### src/bth_defines.svh
/*
 Constants for the bridge termination handler: register offsets, field
 positions, reset values, bus command codes, buffer room and the attempt limit.
 Assumes inclusion by the design file and the bench; definitions only.
*/
`ifndef BTH_DEFINES_SVH
`define BTH_DEFINES_SVH

// ----------------------------------------------------------------------
// Register offsets (byte addresses)
// ----------------------------------------------------------------------
`define BTH_CTRL_OFS      8'h00
`define BTH_STAT_OFS      8'h04
`define BTH_PWTRY_OFS     8'h08
`define BTH_DTTRY_OFS     8'h0C

// ----------------------------------------------------------------------
// Field positions and reset values
// ----------------------------------------------------------------------
`define BTH_CTRL_SERR_EN  0
`define BTH_CTRL_DIS_PW   1
`define BTH_CTRL_DIS_DT   2
`define BTH_CTRL_RST      3'h0
`define BTH_STAT_INI_STA  0
`define BTH_STAT_TGT_RTA  1
`define BTH_STAT_SSE      2
`define BTH_STAT_RST      3'h0

// ----------------------------------------------------------------------
// Bus commands, buffer room and attempt limit
// ----------------------------------------------------------------------
`define BTH_CMD_MWI       4'hF
`define BTH_CMD_MW        4'h7
`define BTH_PW_MIN_FREE   8'h09
`define BTH_DWORD_STEP    32'h0000_0004
`define BTH_ATTEMPT_LIMIT 25'h100_0000

`endif

### src/bth_pkg.sv
/*
 Types shared by the bridge termination handler.
 Assumes nothing beyond a SystemVerilog compiler.
*/
package bth_pkg;
   typedef enum logic [1:0] {KIND_PW, KIND_DR, KIND_DW}                  bth_kind_t;
   typedef enum logic [1:0] {RESP_ACCEPT, RESP_RETRY, RESP_DISC, RESP_ABORT} bth_resp_t;
   typedef enum logic       {ENG_IDLE, ENG_RUN}                           bth_eng_t;
   typedef enum logic [1:0] {DT_EMPTY, DT_QUEUED, DT_DONE, DT_TABORT}     bth_dt_t;
endpackage : bth_pkg

### src/bth_termination_handler.sv
/*
 Termination handler of a transparent bridge: one posted write slot and
 one delayed transaction slot, a target-bus attempt engine that classifies
 the far target's termination, the answers given to the originating
 initiator, and an AHB-Lite register file for enables and status flags.
 Assumes the target-bus signals are sampled on hclk (bus clock) and that
 data movement, master abort and lock live in neighbouring blocks.
*/
// Functional notes
// (RULE1) Retry: stop and devsel without trdy in first data phase, no data.
// (RULE2) Abort: stop without devsel after devsel was seen earlier.
// (RULE3) Retried posted write reissues with the identical start address.
// (RULE4) Leftover posted data after retry/disconnect starts a new write.
// (RULE5) After disconnect the next write starts at the next Dword.
// (RULE6) Partly delivered invalidate-write finishes as plain memory write.
// (RULE7) Posted write abort: received-abort flag, system error, its flag.
// (RULE8) Posted write undelivered after 2^24 attempts is discarded.
// (RULE9) Delayed read: non-prefetchable disconnects at first data phase.
// (RULE10) Retried delayed read is re-initiated to the target.
// (RULE11) Disconnected delayed read: disconnect only if more data asked.
// (RULE12) Delayed read abort returns abort and sets both abort flags.
// (RULE13) Delayed read repeats until data, abort or attempt limit.
// (RULE14) Limit reached: drop request, system error, abort next attempt.
// (RULE15) Delayed write is retried while queued, pending or duplicate.
// (RULE16) Delayed read retried while queued, unready, behind writes.
// (RULE17) Posted write retried without room for address plus 8 Dwords.
// (RULE18) Initiator repeats retried delayed request identically in time.
// (RULE19) Unrepeated delayed transaction is discarded at master timeout.
// (RULE20) Disconnect at boundary, write buffer full or read data end.
// (RULE21) Target abort when forwarding one or after attempt limit.
// (RULE22) Own target abort sets signaled-abort flag on initiator side.
// (RULE23) Each slot keeps a 25-bit attempt counter, cleared on queueing.
`timescale 1ns/1ps
`include "bth_defines.svh"

module bth_termination_handler
   import bth_pkg::*;
#(
   parameter logic [24:0] ATTEMPT_LIMIT = `BTH_ATTEMPT_LIMIT
)(
   input  wire logic        hclk,
   input  wire logic        hresetn,
   input  wire logic        hsel,
   input  wire logic [31:0] haddr,
   input  wire logic [1:0]  htrans,
   input  wire logic        hwrite,
   input  wire logic [2:0]  hsize,
   input  wire logic [31:0] hwdata,
   input  wire logic        hready,
   output logic             hreadyout,
   output logic             hresp,
   output logic [31:0]      hrdata,
   input  wire logic        ini_req,
   input  wire logic [1:0]  ini_kind,
   input  wire logic [31:0] ini_addr,
   input  wire logic [3:0]  ini_cmd,
   input  wire logic [7:0]  ini_count,
   input  wire logic        ini_pref,
   input  wire logic        ini_boundary,
   input  wire logic        ini_discarding,
   input  wire logic        ini_master_timeout,
   input  wire logic [7:0]  pw_free,
   output logic             ini_resp_valid,
   output logic [1:0]       ini_resp,
   output logic [7:0]       ini_xfer_count,
   output logic             tb_start,
   output logic [31:0]      tb_addr,
   output logic [3:0]       tb_cmd,
   output logic [7:0]       tb_count,
   input  wire logic        tb_frame_n,
   input  wire logic        tb_irdy_n,
   input  wire logic        tb_trdy_n,
   input  wire logic        tb_devsel_n,
   input  wire logic        tb_stop_n,
   input  wire logic        tb_mabort,
   output logic             primary_sys_error_out
);

   // -------------------------------------------------------------------
   // Register file over AHB-Lite, zero wait states
   // -------------------------------------------------------------------
   logic [2:0]  ctrl;
   logic [2:0]  status;
   logic        wr_pend;
   logic [7:0]  wr_ofs;
   logic [24:0] pw_tries;
   logic [24:0] dt_tries;
   logic [2:0]  stat_set;

   wire        in_range  = (haddr[31:8] == 24'h00_0000);
   wire        ahb_take  = hsel & htrans[1] & hready;
   wire        ahb_rd    = ahb_take & ~hwrite;
   wire        ctrl_wr   = wr_pend & (wr_ofs == `BTH_CTRL_OFS);
   wire        stat_wr   = wr_pend & (wr_ofs == `BTH_STAT_OFS);
   wire [7:0]  rd_ofs    = haddr[7:0];
   wire [31:0] rd_mux    =
      ~in_range                   ? 32'h0000_0000 :
      (rd_ofs == `BTH_CTRL_OFS)   ? {29'h0000_0000, ctrl} :
      (rd_ofs == `BTH_STAT_OFS)   ? {29'h0000_0000, status} :
      (rd_ofs == `BTH_PWTRY_OFS)  ? {7'h00, pw_tries} :
      (rd_ofs == `BTH_DTTRY_OFS)  ? {7'h00, dt_tries} :
                                    32'h0000_0000;

   assign hreadyout = 1'b1;
   assign hresp     = 1'b0;

   always_ff @(posedge hclk or negedge hresetn) begin
      if (!hresetn) begin
         wr_pend <= 1'b0;
         wr_ofs  <= 8'h00;
         hrdata  <= 32'h0000_0000;
      end else begin
         wr_pend <= ahb_take & hwrite & in_range;
         wr_ofs  <= ahb_take ? haddr[7:0] : wr_ofs;
         hrdata  <= ahb_rd ? rd_mux : 32'h0000_0000;
      end
   end

   // Status bits clear by writing one; a set in the same cycle wins
   always_ff @(posedge hclk or negedge hresetn) begin
      if (!hresetn) begin
         ctrl   <= `BTH_CTRL_RST;
         status <= `BTH_STAT_RST;
      end else begin
         if (ctrl_wr)
            ctrl <= hwdata[2:0];
         status <= (status & ~(stat_wr ? hwdata[2:0] : 3'h0)) | stat_set;
      end
   end

   // -------------------------------------------------------------------
   // Target-bus termination classification
   // -------------------------------------------------------------------
   bth_eng_t    eng;
   logic        eng_pw;
   logic [7:0]  eng_xfers;
   logic        devsel_seen;

   wire run     = (eng == ENG_RUN);
   wire xfer    = run & ~tb_irdy_n & ~tb_trdy_n & ~tb_devsel_n;
   wire stop    = run & ~tb_stop_n;
   wire t_retry = stop & ~tb_devsel_n & tb_trdy_n & (eng_xfers == 8'h00);   // [RULE1]
   wire t_abort = stop & tb_devsel_n & devsel_seen;                          // [RULE2]
   wire t_disc  = stop & ~tb_devsel_n & ~t_retry;
   wire t_norm  = run & tb_stop_n & tb_frame_n & xfer;
   wire t_mab   = run & tb_mabort;
   wire t_end   = t_retry | t_abort | t_disc | t_norm | t_mab;
   wire [7:0] xfers_all = eng_xfers + {7'h00, xfer};

   // -------------------------------------------------------------------
   // Slot state and attempt bookkeeping
   // -------------------------------------------------------------------
   logic        pw_valid;
   logic [31:0] pw_addr;
   logic [3:0]  pw_cmd;
   logic [7:0]  pw_left;
   bth_dt_t     dt_state;
   bth_kind_t   dt_kind;
   logic [31:0] dt_addr;
   logic [3:0]  dt_cmd;
   logic [7:0]  dt_count;
   logic        dt_pref;
   logic [7:0]  dt_fetched;

   wire        start_pw   = (eng == ENG_IDLE) & pw_valid;
   wire        start_dt   = (eng == ENG_IDLE) & ~pw_valid & (dt_state == DT_QUEUED);
   wire        pw_end     = t_end & eng_pw;
   wire        dt_end     = t_end & ~eng_pw;
   wire [7:0]  pw_left_nx = pw_left - {7'h00, xfer};
   wire [24:0] pw_tries_nx = pw_tries + 25'h000_0001;
   wire [24:0] dt_tries_nx = dt_tries + 25'h000_0001;
   wire        pw_unfin   = pw_end & ~t_abort & ~t_mab & (pw_left_nx != 8'h00);  // [RULE4]
   wire        pw_limit   = pw_unfin & (pw_tries_nx == ATTEMPT_LIMIT);            // [RULE8]
   wire        pw_clear   = pw_end & ~(pw_unfin & ~pw_limit);
   wire        dt_retry   = dt_end & t_retry;                                      // [RULE10]
   wire        dt_got     = dt_end & ~t_abort & ~t_mab & (xfers_all != 8'h00);   // [RULE13]
   wire        dt_limit   = dt_retry & (dt_tries_nx == ATTEMPT_LIMIT);            // [RULE14]
   wire        ctrl_en    = ctrl[`BTH_CTRL_SERR_EN];
   wire        serr_evt   = (pw_end & t_abort & ctrl_en) |                        // [RULE7]
                            (pw_limit & ctrl_en & ~ctrl[`BTH_CTRL_DIS_PW]) |      // [RULE8]
                            (dt_limit & ctrl_en & ~ctrl[`BTH_CTRL_DIS_DT]);       // [RULE14]

   // -------------------------------------------------------------------
   // Initiator-side answer
   // -------------------------------------------------------------------
   bth_resp_t   next_resp;
   logic [7:0]  next_cnt;
   logic        next_load_pw;
   logic        next_load_dt;
   logic        next_take_dt;

   // Matching needs identical address, command and kind on every repeat
   wire dt_match = (dt_state != DT_EMPTY) & (ini_kind == dt_kind) &
                   (ini_addr == dt_addr) & (ini_cmd == dt_cmd);                    // [RULE18]
   wire [7:0] pw_room = pw_free - 8'h01;

   always_comb begin
      next_resp    = RESP_RETRY;
      next_cnt     = 8'h00;
      next_load_pw = 1'b0;
      next_load_dt = 1'b0;
      next_take_dt = 1'b0;
      if (ini_kind == KIND_PW) begin
         if (pw_valid | (pw_free < `BTH_PW_MIN_FREE)) begin
            next_resp = RESP_RETRY;                                                // [RULE17]
         end else begin
            next_load_pw = ini_req & (ini_count != 8'h00);
            if (ini_boundary | (ini_count > pw_room)) begin
               next_resp = RESP_DISC;                                              // [RULE20]
               next_cnt  = (ini_count > pw_room) ? pw_room : ini_count;
            end else begin
               next_resp = RESP_ACCEPT;
               next_cnt  = ini_count;
            end
         end
      end else if (dt_state == DT_EMPTY) begin
         next_load_dt = ini_req;                                          // [RULE15] [RULE16]
      end else if (~dt_match | (dt_state == DT_QUEUED)) begin
         next_resp = RESP_RETRY;                                          // [RULE15] [RULE16]
      end else if (dt_state == DT_TABORT) begin
         next_resp    = RESP_ABORT;                                       // [RULE12] [RULE21]
         next_take_dt = ini_req;
      end else if ((ini_kind == KIND_DR) & (pw_valid | ini_discarding)) begin
         next_resp = RESP_RETRY;                                                   // [RULE16]
      end else begin
         next_take_dt = ini_req;
         if (ini_kind == KIND_DW) begin
            next_cnt  = 8'h01;
            next_resp = (ini_count > 8'h01) ? RESP_DISC : RESP_ACCEPT;
         end else if (~dt_pref) begin
            next_cnt  = 8'h01;
            next_resp = RESP_DISC;                                                 // [RULE9]
         end else if (ini_count > dt_fetched) begin
            next_cnt  = dt_fetched;
            next_resp = RESP_DISC;                                       // [RULE11] [RULE20]
         end else begin
            next_cnt  = ini_count;
            next_resp = ini_boundary ? RESP_DISC : RESP_ACCEPT;                    // [RULE20]
         end
      end
   end

   assign stat_set[`BTH_STAT_INI_STA] = ini_req & (next_resp == RESP_ABORT);      // [RULE22]
   assign stat_set[`BTH_STAT_TGT_RTA] = t_abort;                          // [RULE7] [RULE12]
   assign stat_set[`BTH_STAT_SSE]     = serr_evt;                                  // [RULE7]

   always_ff @(posedge hclk or negedge hresetn) begin
      if (!hresetn) begin
         ini_resp_valid        <= 1'b0;
         ini_resp              <= RESP_ACCEPT;
         ini_xfer_count        <= 8'h00;
         primary_sys_error_out <= 1'b0;
      end else begin
         ini_resp_valid        <= ini_req;
         ini_resp              <= ini_req ? next_resp : RESP_ACCEPT;
         ini_xfer_count        <= ini_req ? next_cnt : 8'h00;
         primary_sys_error_out <= serr_evt;
      end
   end

   // -------------------------------------------------------------------
   // Attempt engine; posted writes go first to keep write ordering
   // -------------------------------------------------------------------
   always_ff @(posedge hclk or negedge hresetn) begin
      if (!hresetn) begin
         eng         <= ENG_IDLE;
         eng_pw      <= 1'b0;
         eng_xfers   <= 8'h00;
         devsel_seen <= 1'b0;
         tb_start    <= 1'b0;
         tb_addr     <= 32'h0000_0000;
         tb_cmd      <= 4'h0;
         tb_count    <= 8'h00;
      end else begin
         tb_start <= start_pw | start_dt;
         case (eng)
            ENG_IDLE: begin
               eng_xfers   <= 8'h00;
               devsel_seen <= 1'b0;
               if (start_pw | start_dt) begin
                  eng      <= ENG_RUN;
                  eng_pw   <= start_pw;
                  tb_addr  <= start_pw ? pw_addr : dt_addr;                        // [RULE3]
                  tb_cmd   <= start_pw ? pw_cmd : dt_cmd;
                  tb_count <= start_pw ? pw_left : dt_count;
               end
            end
            ENG_RUN: begin
               eng_xfers   <= xfers_all;
               devsel_seen <= devsel_seen | ~tb_devsel_n;
               if (t_end)
                  eng <= ENG_IDLE;
            end
            default: eng <= ENG_IDLE;
         endcase
      end
   end

   // -------------------------------------------------------------------
   // Posted write slot
   // -------------------------------------------------------------------
   always_ff @(posedge hclk or negedge hresetn) begin
      if (!hresetn) begin
         pw_valid <= 1'b0;
         pw_addr  <= 32'h0000_0000;
         pw_cmd   <= 4'h0;
         pw_left  <= 8'h00;
         pw_tries <= 25'h000_0000;
      end else if (next_load_pw) begin
         pw_valid <= 1'b1;
         pw_addr  <= ini_addr;
         pw_cmd   <= ini_cmd;
         pw_left  <= next_cnt;
         pw_tries <= 25'h000_0000;                                                  // [RULE23]
      end else if (eng_pw & run) begin
         if (xfer) begin
            pw_addr <= pw_addr + `BTH_DWORD_STEP;                                   // [RULE5]
            pw_left <= pw_left_nx;
         end
         if (pw_clear) begin
            pw_valid <= 1'b0;                                             // [RULE4] [RULE8]
         end else if (pw_end) begin
            pw_tries <= pw_tries_nx;                                                // [RULE23]
            if ((pw_cmd == `BTH_CMD_MWI) & (xfers_all != 8'h00))
               pw_cmd <= `BTH_CMD_MW;                                               // [RULE6]
         end
      end
   end

   // -------------------------------------------------------------------
   // Delayed transaction slot
   // -------------------------------------------------------------------
   always_ff @(posedge hclk or negedge hresetn) begin
      if (!hresetn) begin
         dt_state   <= DT_EMPTY;
         dt_kind    <= KIND_DR;
         dt_addr    <= 32'h0000_0000;
         dt_cmd     <= 4'h0;
         dt_count   <= 8'h00;
         dt_pref    <= 1'b0;
         dt_fetched <= 8'h00;
         dt_tries   <= 25'h000_0000;
      end else if (next_load_dt) begin
         dt_state   <= DT_QUEUED;
         dt_kind    <= bth_kind_t'(ini_kind);
         dt_addr    <= ini_addr;
         dt_cmd     <= ini_cmd;
         dt_count   <= (ini_kind == KIND_DW) ? 8'h01 : ini_count;
         dt_pref    <= ini_pref;
         dt_fetched <= 8'h00;
         dt_tries   <= 25'h000_0000;                                                // [RULE23]
      end else if (next_take_dt) begin
         dt_state <= DT_EMPTY;
      end else if (ini_master_timeout & (dt_state != DT_QUEUED)) begin
         dt_state <= DT_EMPTY;                                                      // [RULE19]
      end else if (dt_end) begin
         if (t_mab) begin
            dt_state <= DT_EMPTY;
         end else if (t_abort | dt_limit) begin
            dt_state <= DT_TABORT;                                      // [RULE14] [RULE21]
         end else if (dt_got) begin
            dt_state   <= DT_DONE;                                                  // [RULE13]
            dt_fetched <= xfers_all;
         end else begin
            dt_tries <= dt_tries_nx;                                      // [RULE10] [RULE23]
         end
      end
   end
endmodule : bth_termination_handler

### config.mk
export PLATFORM = sky130hd
export DESIGN_NAME = bth_termination_handler
export DESIGN_NICKNAME = d
export VERILOG_FILES = /design/src/bth_pkg.sv /design/src/bth_termination_handler.sv
export VERILOG_INCLUDE_DIRS = /design/src
export SDC_FILE = /design/constraint.sdc
export NUM_CORES = 1
export LEC_CHECK = 0
export BUFFER_PORTS_ARGS = -buffer_cell sky130_fd_sc_hd__buf_2
export CAP_MARGIN = 10
export CORE_MARGIN = 2
export CORE_UTILIZATION = 44
export CTS_BUF_LIST = sky130_fd_sc_hd__clkbuf_4 sky130_fd_sc_hd__clkbuf_8
export CTS_CLUSTER_DIAMETER = 200
export DETAILED_ROUTE_END_ITERATION = 6
export PLACE_DENSITY = 0.69
export SLEW_MARGIN = 10
export SYNTH_ARGS = -nofsm -noshare
export SYNTH_HDL_FRONTEND = slang
export SYNTH_SLANG_ARGS = --single-unit
### constraint.sdc
create_clock -name hclk -period 3 [get_ports hclk]
set_input_delay 0.6 -clock hclk [delete_from_list [all_inputs] [get_ports hclk]]
set_output_delay 0.6 -clock hclk [all_outputs]
set_load 0.005 [all_outputs]
==> metrics.txt, run 1 <==
# TYPE chip_impl_metric gauge
chip_impl_metric{name="vdd_ir_drop_max",unit="mV"} 0.422
chip_impl_metric{name="routed_wirelength",unit="mm"} 42.4
chip_impl_metric{name="arrival",unit="ps"} 3500
chip_impl_metric{name="fp.dieArea",unit="sq um"} 33800
chip_impl_metric{name="power.leakage",unit="uW"} 0.00842
chip_impl_metric{name="max-slew-margin-rel",unit=""} 0.572
chip_impl_metric{name="portBuffers",unit=""} 187
chip_impl_info{name="synth.top_cells.by_count",value="289 x nand2_1, 259 x dfrtp_1, 114 x o21ai_0"} 1
chip_impl_metric{name="timing_max_transition_violations_final",unit=""} 0
chip_impl_metric{name="die_width",unit="microns"} 184
chip_impl_metric{name="wire_length_of_the_first_global_routing_pass",unit="mm"} 66.3
chip_impl_metric{name="cts_made_buffers",unit=""} 46
chip_impl_metric{name="initial_core_util",unit=""} 0.449
chip_impl_metric{name="drt_first_pass_iters",unit=""} 5
chip_impl_info{name="synth.largest_area_cell",value="dfrtp_1"} 1
chip_impl_info{name="outcome",value="complete, but fails checks"} 1
chip_impl_metric{name="first_global_vias",unit=""} 12600
chip_impl_metric{name="wl_per_cell",unit="microns"} 18.1
chip_impl_metric{name="hold-worst-slack",unit="ps"} -6.62
chip_impl_metric{name="power.total",unit="uW"} 12900
chip_impl_info{name="grt_setup_unrepaired",value="true"} 1
chip_impl_metric{name="globalplace.congestion",unit=""} 0.921
chip_impl_metric{name="grt_max_degree",unit=""} 73
chip_impl_info{name="worst_setup_path_start_kind",value="flop"} 1
chip_impl_metric{name="critical_path_peak_fanout",unit=""} 4
chip_impl_metric{name="post_route_cells_drive_above_1_share",unit=""} 0.306
chip_impl_metric{name="dr_total_vias",unit=""} 12900
chip_impl_metric{name="dpl.hpwl",unit="mm"} 30.7
chip_impl_metric{name="ant_nets",unit=""} 0
chip_impl_metric{name="io_pins",unit=""} 230
chip_impl_metric{name="post_synth_inst_count",unit=""} 1549
chip_impl_metric{name="synth-edff-count",unit=""} 0
chip_impl_metric{name="avgViaCountPerCell",unit=""} 5.48
chip_impl_metric{name="worst-slew-pin-transition",unit="ps"} 641
chip_impl_metric{name="yosysUniqueCellTypes",unit=""} 75
chip_impl_metric{name="async_flop_share",unit=""} 1.00
chip_impl_metric{name="final.min_clock_period",unit="ps"} 3020
chip_impl_metric{name="grt_antenna_before_repair",unit=""} 2
chip_impl_info{name="root_buffer",value="clkbuf_8"} 1
chip_impl_metric{name="synth_largest_type_area_fraction",unit=""} 0.455
chip_impl_info{name="synth.most_common_cell",value="nand2_1"} 1
chip_impl_metric{name="cp_data_required_time",unit="ps"} 3480
chip_impl_metric{name="postSynthAreaPerCell",unit="sq um"} 9.19
chip_impl_metric{name="ys_warn_count",unit=""} 0
chip_impl_metric{name="die_height",unit="microns"} 184
chip_impl_metric{name="postSynthRegisterBits",unit=""} 260
chip_impl_metric{name="total_setup_violations_reported_at_the_end_of_the_flow",unit=""} 3
chip_impl_metric{name="fin_tns_setup",unit="ps"} -32.3
chip_impl_metric{name="power_density",unit="nW/um^2"} 697
chip_impl_metric{name="cts-htree-levels",unit=""} 2
chip_impl_metric{name="hold_viol",unit=""} 1
chip_impl_metric{name="dr.first_iter.drc_count",unit=""} 866
chip_impl_info{name="synthFlopType",value="dfrtp_1"} 1
chip_impl_metric{name="slack_of_the_critical_path",unit="ps"} -19.6
chip_impl_metric{name="ys_seq_area_frac",unit=""} 0.457
chip_impl_metric{name="cts.reportedPaths.clkPinSlew",unit="ps"} 60
chip_impl_metric{name="cts_max_path_buffers",unit=""} 3
chip_impl_metric{name="timing.fmax",unit="GHz"} 0.331
chip_impl_metric{name="fin_skew",unit="ps"} 46.7
chip_impl_metric{name="global_route.overflow_total",unit=""} 0
chip_impl_metric{name="post-route-util",unit=""} 0.584
chip_impl_info{name="synthTopCellsByArea",value="dfrtp_1 46%, nand2_1 7.6%, mux2i_1 5.8%, o21ai_0 4.0%, xnor2_1 4.0%"} 1
chip_impl_metric{name="clkLatencyLatePin",unit="ps"} 590
chip_impl_metric{name="area_growth",unit="%"} 30.3
chip_impl_metric{name="placement_rows",unit=""} 65
chip_impl_metric{name="nNetsFinal",unit=""} 2070
chip_impl_metric{name="mappedNetlistArea",unit="sq um"} 14200
chip_impl_metric{name="timing.max_cap.violations",unit=""} 0
chip_impl_info{name="cp-end-kind",value="flop"} 1
chip_impl_metric{name="groute.usage.overall",unit=""} 0.248
chip_impl_metric{name="core_region_area",unit="sq um"} 31700
chip_impl_metric{name="timing.final.crit_share",unit=""} 1.01
chip_impl_info{name="setup.worst_path.class",value="reg2reg"} 1
chip_impl_info{name="failing_checks",value="negative hold slack, negative setup slack"} 1
chip_impl_metric{name="clock_sink_count",unit=""} 260
chip_impl_info{name="holdCritPathClass",value="in2async"} 1
chip_impl_metric{name="drc",unit=""} 0
chip_impl_info{name="tritoncts",value="done"} 1
-- kinds of logic (layout without fill, tap and decap cells) --
logic type	Yosys count	after routing	share of synthesized area
fa+ha+maj	26	26	0.0227
other cells	2	10	0.000528
compound gates	275	275	0.118
flops	260	260	0.457
mux	99	99	0.0735
simple gates	671	671	0.230
xor+xnor	96	96	0.0591
buf+inv	120	506	0.0385
-- where the power goes --
part	internal, uW	switching, uW
Combinational	1890	2280
Sequential	4440	792
Clock	1960	1560
Total	8280	4640
-- layout make-up --
type	instances	area (sq um)
well taps	402	503
multi-input cells	1176	7710
clock buffers	68	867
clock inverters	16	129
diodes	1	2.50
fillers	2742	13200
repair buffers	394	2710
inverters	28	105
flip-flops and latches	260	6510
-- path summary, 6_finish.rpt --
check	end	slack, ps	start	cells past startpoint
worst max-delay path	pw_tries[23]	-20	pw_tries[5]	11
worst min-delay path	pw_addr[20]	-7	hresetn	1
worst max register to register	pw_tries[23]	-20	pw_tries[5]	11
worst min register to register	status[1]	470	status[1]	2
max in group asynchronous	ini_resp_valid	2260	hresetn	2
min in group hclk	dt_cmd[2]	250	ini_cmd[2]	3
-- routing by layer --
metal | global-route usage | share of wire | routed length, microns | vias to the layer above
met2 | 0.410 | 0.48 | 20200 | 416
met5 | 0 | 0.00031 | 13 | -
met4 | 0.0742 | 0.026 | 1120 | 2
li1 | - | - | - | 6188
met1 | 0.336 | 0.44 | 18700 | 6157
met3 | 0.0386 | 0.056 | 2380 | 87
-- timing repair --
item / 4_1_cts / 5_1_grt
pin swaps: 27 / 25
resized for setup: 33 / 81
hold buffers: 0 / 0
buffers inserted: 14 / 14
setup endpoints to repair: 40 / 60
-- sequential cells by signal, indices dropped and copies added (netlist names), 3 cells and up --
register / count
pw_tries: 25
ctrl: 3
tb_cmd: 4
dt_addr: 32
pw_addr: 32
pw_left: 8
eng_xfers: 8
dt_fetched: 8
wr_ofs: 8
hrdata: 25
status: 3
dt_count: 8
tb_count: 8
dt_cmd: 4
ini_xfer_count: 8
dt_tries: 25
tb_addr: 32
pw_cmd: 4
-- layout by cell type, fill, tap and decap left out, types with 15 or more instances in the layout --
master	instances
a21oi_1	36
a21oi_2	17
and3_1	17
buf_2	186
buf_4	178
buf_6	17
clkbuf_8	57
dfrtp_1	257
ha_1	20
inv_1	28
mux2i_1	81
nand2_1	285
nand3_1	45
nand4_1	41
nor2_1	86
nor2b_1	18
nor3_1	20
nor4_1	24
o21ai_0	106
or3_1	26
or4_1	15
xnor2_1	65
xor2_1	29
-- critical path, stage by stage, from the launching register on --
cell     delay (ps)
dfrtp_1         360
nand3_2         110
or4_4           560
or3_4           340
a22o_1          210
or4_4           530
o21ai_4         230
buf_6           160
buf_6           100
buf_4           110
o31ai_1          70
a21oi_1         150
-- through the flow --
stage | setup WS (ps) | hold WS, ps | instances | cell area (sq um)
2_1_floorplan | -49.3 | 304 | 1556 | 14300
3_3_place_gp | -367 | 454 | 2236 | 16900
3_5_place_dp | -403 | 460 | 2236 | 16900
4_1_cts | -111 | 18.0 | 2331 | 18100
5_1_grt | -129 | 45.8 | 2345 | 18500
6_report | -19.6 | -6.62 | 2345 | 18500
Power figures use the tool's default switching activity.
==> inputs of run 2 (changes only) <==
PLACE_DENSITY = 0.76   (was 0.69)
==> run 2 against run 1 <==
  * The flow finishes with violations (negative setup slack)
  * Sequential share of layout area is 0.13 points lower
  * Largest power group unchanged
  * Count of clock-buffer cells in the layout is 2 lower
  * Global-route usage is 0.42 points higher
  * Via count is 3.5% higher
  * Routed wire length is 2.9% higher
  * Core utilization is 0.24 points higher
  * Non-clock buffer count is 4 higher
  * Critical endpoint is now pw_tries[11]
  * Combinational power is 2% higher
  * Fmax is 4.1% lower
==> metrics.txt, run 2 (synthesized netlist as in run 1, its figures left out) <==
# TYPE chip_impl_metric gauge
chip_impl_metric{name="dr_total_vias",unit=""} 13300
chip_impl_info{name="timing.rr.end",value="pw_tries[11]"} 1
chip_impl_metric{name="timing.final.crit_share",unit=""} 1.05
chip_impl_metric{name="routed_wirelength",unit="mm"} 43.6
chip_impl_info{name="crit_chain",value="nand4_1 > buf_4 > nor3_1 > nand4_1 > mux2_2 > o21ai_1 > buf_4 > o21ai_4 > buf_6 > buf_6 > buf_16 > or4_1 > nand2_1"} 1
chip_impl_metric{name="cts_made_buffers",unit=""} 43
chip_impl_metric{name="die_height",unit="microns"} 184
chip_impl_metric{name="clock_sink_count",unit=""} 260
chip_impl_metric{name="max-slew-margin-rel",unit=""} 0.565
chip_impl_metric{name="nNetsFinal",unit=""} 2071
chip_impl_metric{name="ant_nets",unit=""} 0
chip_impl_metric{name="drt_first_pass_iters",unit=""} 5
chip_impl_metric{name="hold_viol",unit=""} 0
chip_impl_info{name="cp-end-kind",value="flop"} 1
chip_impl_metric{name="timing_max_transition_violations_final",unit=""} 0
chip_impl_metric{name="timing.max_cap.violations",unit=""} 0
chip_impl_metric{name="fp.dieArea",unit="sq um"} 33800
chip_impl_metric{name="area_growth",unit="%"} 30.8
chip_impl_metric{name="core_region_area",unit="sq um"} 31700
chip_impl_info{name="holdCritPathClass",value="in2async"} 1
chip_impl_metric{name="first_global_vias",unit=""} 13100
chip_impl_metric{name="drc",unit=""} 0
chip_impl_metric{name="avgViaCountPerCell",unit=""} 5.68
chip_impl_info{name="reg2reg_from",value="pw_tries[10]"} 1
chip_impl_info{name="cp_max_delay_cell",value="or4_1"} 1
chip_impl_info{name="setup.worst_path.class",value="reg2reg"} 1
chip_impl_metric{name="grt_max_degree",unit=""} 74
chip_impl_metric{name="final_area",unit="sq um"} 18600
chip_impl_metric{name="wire_length_of_the_first_global_routing_pass",unit="mm"} 68.0
chip_impl_metric{name="globalplace.congestion",unit=""} 0.885
chip_impl_metric{name="total_setup_violations_reported_at_the_end_of_the_flow",unit=""} 26
chip_impl_info{name="cp-endpoint",value="pw_tries[11]"} 1
chip_impl_metric{name="arrival",unit="ps"} 3660
chip_impl_metric{name="groute.usage.overall",unit=""} 0.252
chip_impl_metric{name="numPlacedInstances",unit=""} 2235
chip_impl_metric{name="rr_worst_depth",unit=""} 13
chip_impl_metric{name="wl_per_cell",unit="microns"} 18.6
chip_impl_metric{name="fin_skew",unit="ps"} 43.6
chip_impl_metric{name="portBuffers",unit=""} 187
chip_impl_metric{name="regToRegSetupSlack",unit="ps"} -150
chip_impl_metric{name="layout.cells.non_filler",unit=""} 2343
chip_impl_metric{name="grt_antenna_before_repair",unit=""} 3
chip_impl_info{name="layout.cells.most_common_list",value="287 x nand2_1, 256 x dfrtp_1, 186 x buf_2"} 1
chip_impl_info{name="layout_commonest_cell",value="nand2_1"} 1
chip_impl_metric{name="place_area",unit="sq um"} 16800
chip_impl_metric{name="die_width",unit="microns"} 184
chip_impl_metric{name="cts.reportedPaths.clkPinSlew",unit="ps"} 70
chip_impl_metric{name="clkLatencyLatePin",unit="ps"} 580
chip_impl_metric{name="post-route-util",unit=""} 0.587
chip_impl_metric{name="dpl.hpwl",unit="mm"} 30.7
chip_impl_metric{name="critical_path_peak_fanout",unit=""} 12
chip_impl_info{name="tritoncts",value="done"} 1
chip_impl_metric{name="placement.setup.worst_slack",unit="ps"} -421
chip_impl_metric{name="power_density",unit="nW/um^2"} 699
chip_impl_info{name="failing_checks",value="negative setup slack"} 1
chip_impl_info{name="grt_setup_unrepaired",value="true"} 1
chip_impl_metric{name="post_route_cells_drive_above_1_share",unit=""} 0.307
chip_impl_info{name="largest_registers",value="dt_addr x32, pw_addr x32, tb_addr x32"} 1
chip_impl_info{name="worst_setup_path_start_kind",value="flop"} 1
chip_impl_metric{name="io_pins",unit=""} 230
chip_impl_metric{name="max_stage_delay",unit="ps"} 400
chip_impl_metric{name="placement_rows",unit=""} 65
chip_impl_metric{name="global_route.overflow_total",unit=""} 0
chip_impl_metric{name="cts-htree-levels",unit=""} 2
chip_impl_info{name="crit_path_start",value="pw_tries[10]"} 1
chip_impl_metric{name="final.min_clock_period",unit="ps"} 3150
chip_impl_metric{name="initial_core_util",unit=""} 0.449
chip_impl_metric{name="worst-slew-pin-transition",unit="ps"} 647
chip_impl_metric{name="vdd_ir_drop_max",unit="mV"} 0.415
chip_impl_metric{name="dr.first_iter.drc_count",unit=""} 992
chip_impl_metric{name="power.leakage",unit="uW"} 0.00846
chip_impl_info{name="root_buffer",value="clkbuf_8"} 1
chip_impl_metric{name="timing.fmax",unit="GHz"} 0.318
chip_impl_metric{name="slack_of_the_critical_path",unit="ps"} -150
chip_impl_info{name="outcome",value="complete, but fails checks"} 1
chip_impl_metric{name="cp_data_required_time",unit="ps"} 3510
chip_impl_metric{name="cts_max_path_buffers",unit=""} 3
-- run 2: cell count changes in the layout (fill, tap and decap cells not counted), moves of 5 or more --
cell     before  now
or3_1        26   19
a21oi_1      36   30
buf_6        17   11
or3_4         6   13
buf_4       178  183
a21oi_2      17   24
-- run 2: worst min path at each step --
| stage | end | slack [ps] |
|---|---|---|
| after global placement | status[1] | 450 |
| after global routing | hrdata[18] | 40 |
| after CTS | hrdata[22] | 9 |
| after detailed placement | dt_kind[0] | 460 |
| final | pw_addr[28] | 10 |
| after floorplan | ctrl[0] | 300 |
-- run 2: power by group --
group | total (uW) | internal [uW] | switching, uW
Combinational | 4250 | 1930 | 2320
Clock | 3530 | 2010 | 1520
Sequential | 5240 | 4430 | 807
Total | 13000 | 8380 | 4640
-- run 2: through the flow --
step | power [uW] | hold WS, ps | setup TNS, ps
6_report | 13000 | 14.1 | -2110
5_1_grt | 13800 | 42.4 | -6570
4_1_cts | 12900 | 9.26 | -676
3_5_place_dp | 9190 | 462 | -18500
3_3_place_gp | 9000 | 453 | -13620
2_1_floorplan | 7520 | 304 | -215
-- run 2: per-layer routing --
layer  up-vias  track usage  part of all wire
li1       6186            -                 -
met1      6419        0.333              0.42
met2       572        0.413              0.47
met3       122       0.0511             0.075
met4         2       0.0851             0.032
met5         -            0           0.00016
-- run 2: final cells by class --
cell class / instances / area, sq um
Fill cell: 2702 / 13100
Clock inverter: 11 / 123
Tap cell: 402 / 503
Inverter: 28 / 105
Timing Repair Buffer: 398 / 2790
Multi-Input combinational cell: 1176 / 7710
Sequential cell: 260 / 6510
Clock buffer: 66 / 858
Antenna cell: 2 / 5.00
-- run 2: what timing repair did --
item,4_1_cts,5_1_grt
cloned,2,2
setup buffers,12,15
resized for setup,27,90
pin swaps,29,27
hold buffers,0,0
endpoints found under the setup margin,38,62
-- run 2: critical path, delay by kind of cell (launching register included) --
kind	cells	cell delay, ps
flops	1	380
mux	1	330
simple gates	5	1120
compound gates	2	450
buf+inv	5	780
==> inputs of run 3 (changes only) <==
PLACE_DENSITY = 0.74   (was 0.76)
clock period = 3.1 ns   (was 3 ns; I/O delays follow)
==> run 3 against run 2 <==
  * The flow now finishes without violations
  * Non-clock buffer count is 65 lower
  * Power is 6.8% lower
  * Critical endpoint is now status[2]
  * Sequential share of layout area is 1.7 points higher
  * Combinational power is 12% lower
  * Critical path type unchanged
  * Clock power is 5.7% lower
  * Via count is 3.0% lower
  * Final area is 4.7% lower
==> metrics.txt, run 3 (synthesized netlist as in run 1, its figures left out) <==
# TYPE chip_impl_metric gauge
chip_impl_info{name="outcome",value="finished, final reports clean"} 1
chip_impl_info{name="grt_setup_unrepaired",value="true"} 1
chip_impl_metric{name="intPower",unit="uW"} 7830
chip_impl_metric{name="portBuffers",unit=""} 187
chip_impl_metric{name="nNetsFinal",unit=""} 2009
chip_impl_metric{name="cp_data_required_time",unit="ps"} 3610
chip_impl_info{name="cp_top_family",value="simple AND/OR/NAND/NOR gates"} 1
chip_impl_metric{name="pwr-share-comb",unit=""} 0.308
chip_impl_metric{name="final_area",unit="sq um"} 17700
chip_impl_metric{name="critical_path_peak_fanout",unit=""} 7
chip_impl_metric{name="globalplace.congestion",unit=""} 0.933
chip_impl_metric{name="max_stage_delay",unit="ps"} 470
chip_impl_metric{name="avgViaCountPerCell",unit=""} 5.65
chip_impl_metric{name="final.min_clock_period",unit="ps"} 3030
chip_impl_metric{name="arrival",unit="ps"} 3540
chip_impl_metric{name="groute.usage.overall",unit=""} 0.237
chip_impl_metric{name="dr_total_vias",unit=""} 12900
chip_impl_info{name="cp_max_delay_cell",value="dfrtp_1"} 1
chip_impl_metric{name="ant_nets",unit=""} 0
chip_impl_metric{name="place_area",unit="sq um"} 16400
chip_impl_metric{name="drt_first_pass_iters",unit=""} 6
chip_impl_metric{name="fin_skew",unit="ps"} 24.3
chip_impl_metric{name="core_region_area",unit="sq um"} 31700
chip_impl_metric{name="dpl.hpwl",unit="mm"} 29.6
chip_impl_info{name="holdCritPathClass",value="in2reg"} 1
chip_impl_metric{name="cts_made_buffers",unit=""} 46
chip_impl_metric{name="power_switching",unit="uW"} 4300
chip_impl_metric{name="cp_num_buf_inv",unit=""} 4
chip_impl_metric{name="rr_worst_depth",unit=""} 12
chip_impl_info{name="layout_commonest_cell",value="nand2_1"} 1
chip_impl_info{name="hold_path_end",value="dt_cmd[3]"} 1
chip_impl_metric{name="layout.cells.non_filler",unit=""} 2284
chip_impl_metric{name="routed_wirelength",unit="mm"} 41.0
chip_impl_metric{name="cts_max_path_buffers",unit=""} 3
chip_impl_metric{name="initial_core_util",unit=""} 0.449
chip_impl_metric{name="total_setup_violations_reported_at_the_end_of_the_flow",unit=""} 0
chip_impl_metric{name="worst-slew-pin-transition",unit="ps"} 780
chip_impl_metric{name="power_density",unit="nW/um^2"} 684
chip_impl_info{name="layout.cells.most_common_list",value="287 x nand2_1, 256 x dfrtp_1, 187 x buf_2"} 1
chip_impl_metric{name="regToRegSetupSlack",unit="ps"} 70
chip_impl_metric{name="power.total",unit="uW"} 12100
chip_impl_metric{name="power_frac_seq",unit=""} 0.418
chip_impl_metric{name="timing.max_cap.violations",unit=""} 0
chip_impl_info{name="worst_setup_path_start_kind",value="flop"} 1
chip_impl_metric{name="area_growth",unit="%"} 24.7
chip_impl_info{name="root_buffer",value="clkbuf_8"} 1
chip_impl_metric{name="post_route_cells_drive_above_1_share",unit=""} 0.259
chip_impl_info{name="cp-end-kind",value="flop"} 1
chip_impl_metric{name="wl_per_cell",unit="microns"} 18.0
chip_impl_metric{name="die_width",unit="microns"} 184
chip_impl_metric{name="placement.setup.worst_slack",unit="ps"} -397
chip_impl_metric{name="io_pins",unit=""} 230
chip_impl_info{name="largest_registers",value="dt_addr x32, pw_addr x32, tb_addr x32"} 1
chip_impl_metric{name="cts.reportedPaths.clkPinSlew",unit="ps"} 60
chip_impl_metric{name="timing.fmax",unit="GHz"} 0.330
chip_impl_metric{name="hold_viol",unit=""} 0
chip_impl_metric{name="vdd_ir_drop_max",unit="mV"} 0.334
chip_impl_metric{name="fp.dieArea",unit="sq um"} 33800
chip_impl_metric{name="grt_max_degree",unit=""} 111
chip_impl_metric{name="max-slew-margin-rel",unit=""} 0.478
chip_impl_metric{name="worst_hold_path_stage_count",unit=""} 3
chip_impl_metric{name="die_height",unit="microns"} 184
chip_impl_info{name="hold_path.startpoint",value="ini_cmd[3]"} 1
chip_impl_metric{name="p_sw_frac",unit=""} 0.355
chip_impl_metric{name="placement_rows",unit=""} 65
chip_impl_info{name="tritoncts",value="done"} 1
chip_impl_metric{name="cts-htree-levels",unit=""} 2
chip_impl_metric{name="fill_cells",unit=""} 2787
chip_impl_metric{name="wire_length_of_the_first_global_routing_pass",unit="mm"} 64.2
chip_impl_info{name="reg2reg_from",value="dt_tries[6]"} 1
chip_impl_metric{name="first_global_vias",unit=""} 12500
chip_impl_metric{name="dr.first_iter.drc_count",unit=""} 1040
chip_impl_metric{name="slack_of_the_critical_path",unit="ps"} 73.9
chip_impl_metric{name="critical_path_depth",unit=""} 12
chip_impl_info{name="path_common_cell",value="buf_4"} 1
chip_impl_metric{name="drc",unit=""} 0
chip_impl_metric{name="grt_antenna_before_repair",unit=""} 3
chip_impl_metric{name="clock_sink_count",unit=""} 260
chip_impl_info{name="setup.worst_path.class",value="reg2reg"} 1
chip_impl_info{name="timing.rr.end",value="status[2]"} 1
chip_impl_metric{name="global_route.overflow_total",unit=""} 0
chip_impl_metric{name="timing_max_transition_violations_final",unit=""} 0
chip_impl_metric{name="timing.final.crit_share",unit=""} 0.976
chip_impl_metric{name="numPlacedInstances",unit=""} 2180
chip_impl_metric{name="share_of_power_burned_in_the_clock_network",unit=""} 0.274
chip_impl_metric{name="power.leakage",unit="uW"} 0.00801
chip_impl_info{name="crit_chain",value="nand4_1 > nor3_2 > buf_4 > nand3_1 > a211oi_1 > nand4_1 > buf_4 > buf_4 > o41ai_1 > buf_4 > nand2_1 > nand3_1"} 1
chip_impl_metric{name="clkLatencyLatePin",unit="ps"} 570
-- run 3: power groups by stage --
stage / Combinational (uW) / Clock [uW] / Sequential (uW)
after detailed placement: 3620 / 0 / 5110
after global placement: 3510 / 0 / 5050
after CTS: 3640 / 3410 / 5050
after floorplan: 2330 / 0 / 4940
final: 3730 / 3330 / 5070
after global routing: 4180 / 3550 / 5180
-- run 3: cell type report --
type	instances	area [sq um]	area share
Antenna cell	3	7.51	0.000423
Clock buffer	71	908	0.0512
Clock inverter	11	71.3	0.00402
Inverter	28	105	0.00592
Multi-Input combinational cell	1176	7450	0.420
Sequential cell	260	6510	0.367
Tap cell	402	503	0.0283
Timing Repair Buffer	333	2180	0.123
-- run 3: timing repair --
action | in CTS | in global routing
gates cloned | 0 | 3
setup endpoints to repair | 1 | 57
hold buffers | 1 | 0
gates resized for setup | 2 | 45
pin swaps | 0 | 20
setup buffers | 0 | 16
hold endpoints to repair | 44 | 0
-- run 3: worst max path at each step --
stage | start | to | slack, ps
floorplan | pw_free[2] | ini_xfer_count[6] | 6
global placement | tb_irdy_n | pw_tries[24] | -350
detailed placement | tb_irdy_n | pw_tries[13] | -400
CTS | pw_tries[13] | pw_tries[1] | 30
global route | dt_tries[8] | primary_sys_error_out | -90
finish | dt_tries[6] | status[2] | 70
-- run 3: worst min-delay path, cell delays in order --
cell and delay [ps]:
buf_2 100, nand2_1 50, nand2_1 50
-- run 3: per-layer routing --
metal,global-route usage,part of all wire,vias to the layer above
li1,-,-,6075
met1,0.317,0.43,6224
met2,0.385,0.47,500
met3,0.0424,0.068,108
met4,0.0909,0.033,0
met5,0,0,-
-- run 3: stage by stage --
step	hold slack, ps	util	TNS [ps]
after floorplan	324	-	0
after global placement	454	0.517	-11870
after detailed placement	458	0.517	-14850
after CTS	245	0.548	0
after global routing	252	0.559	-224
final	281	0.559	0
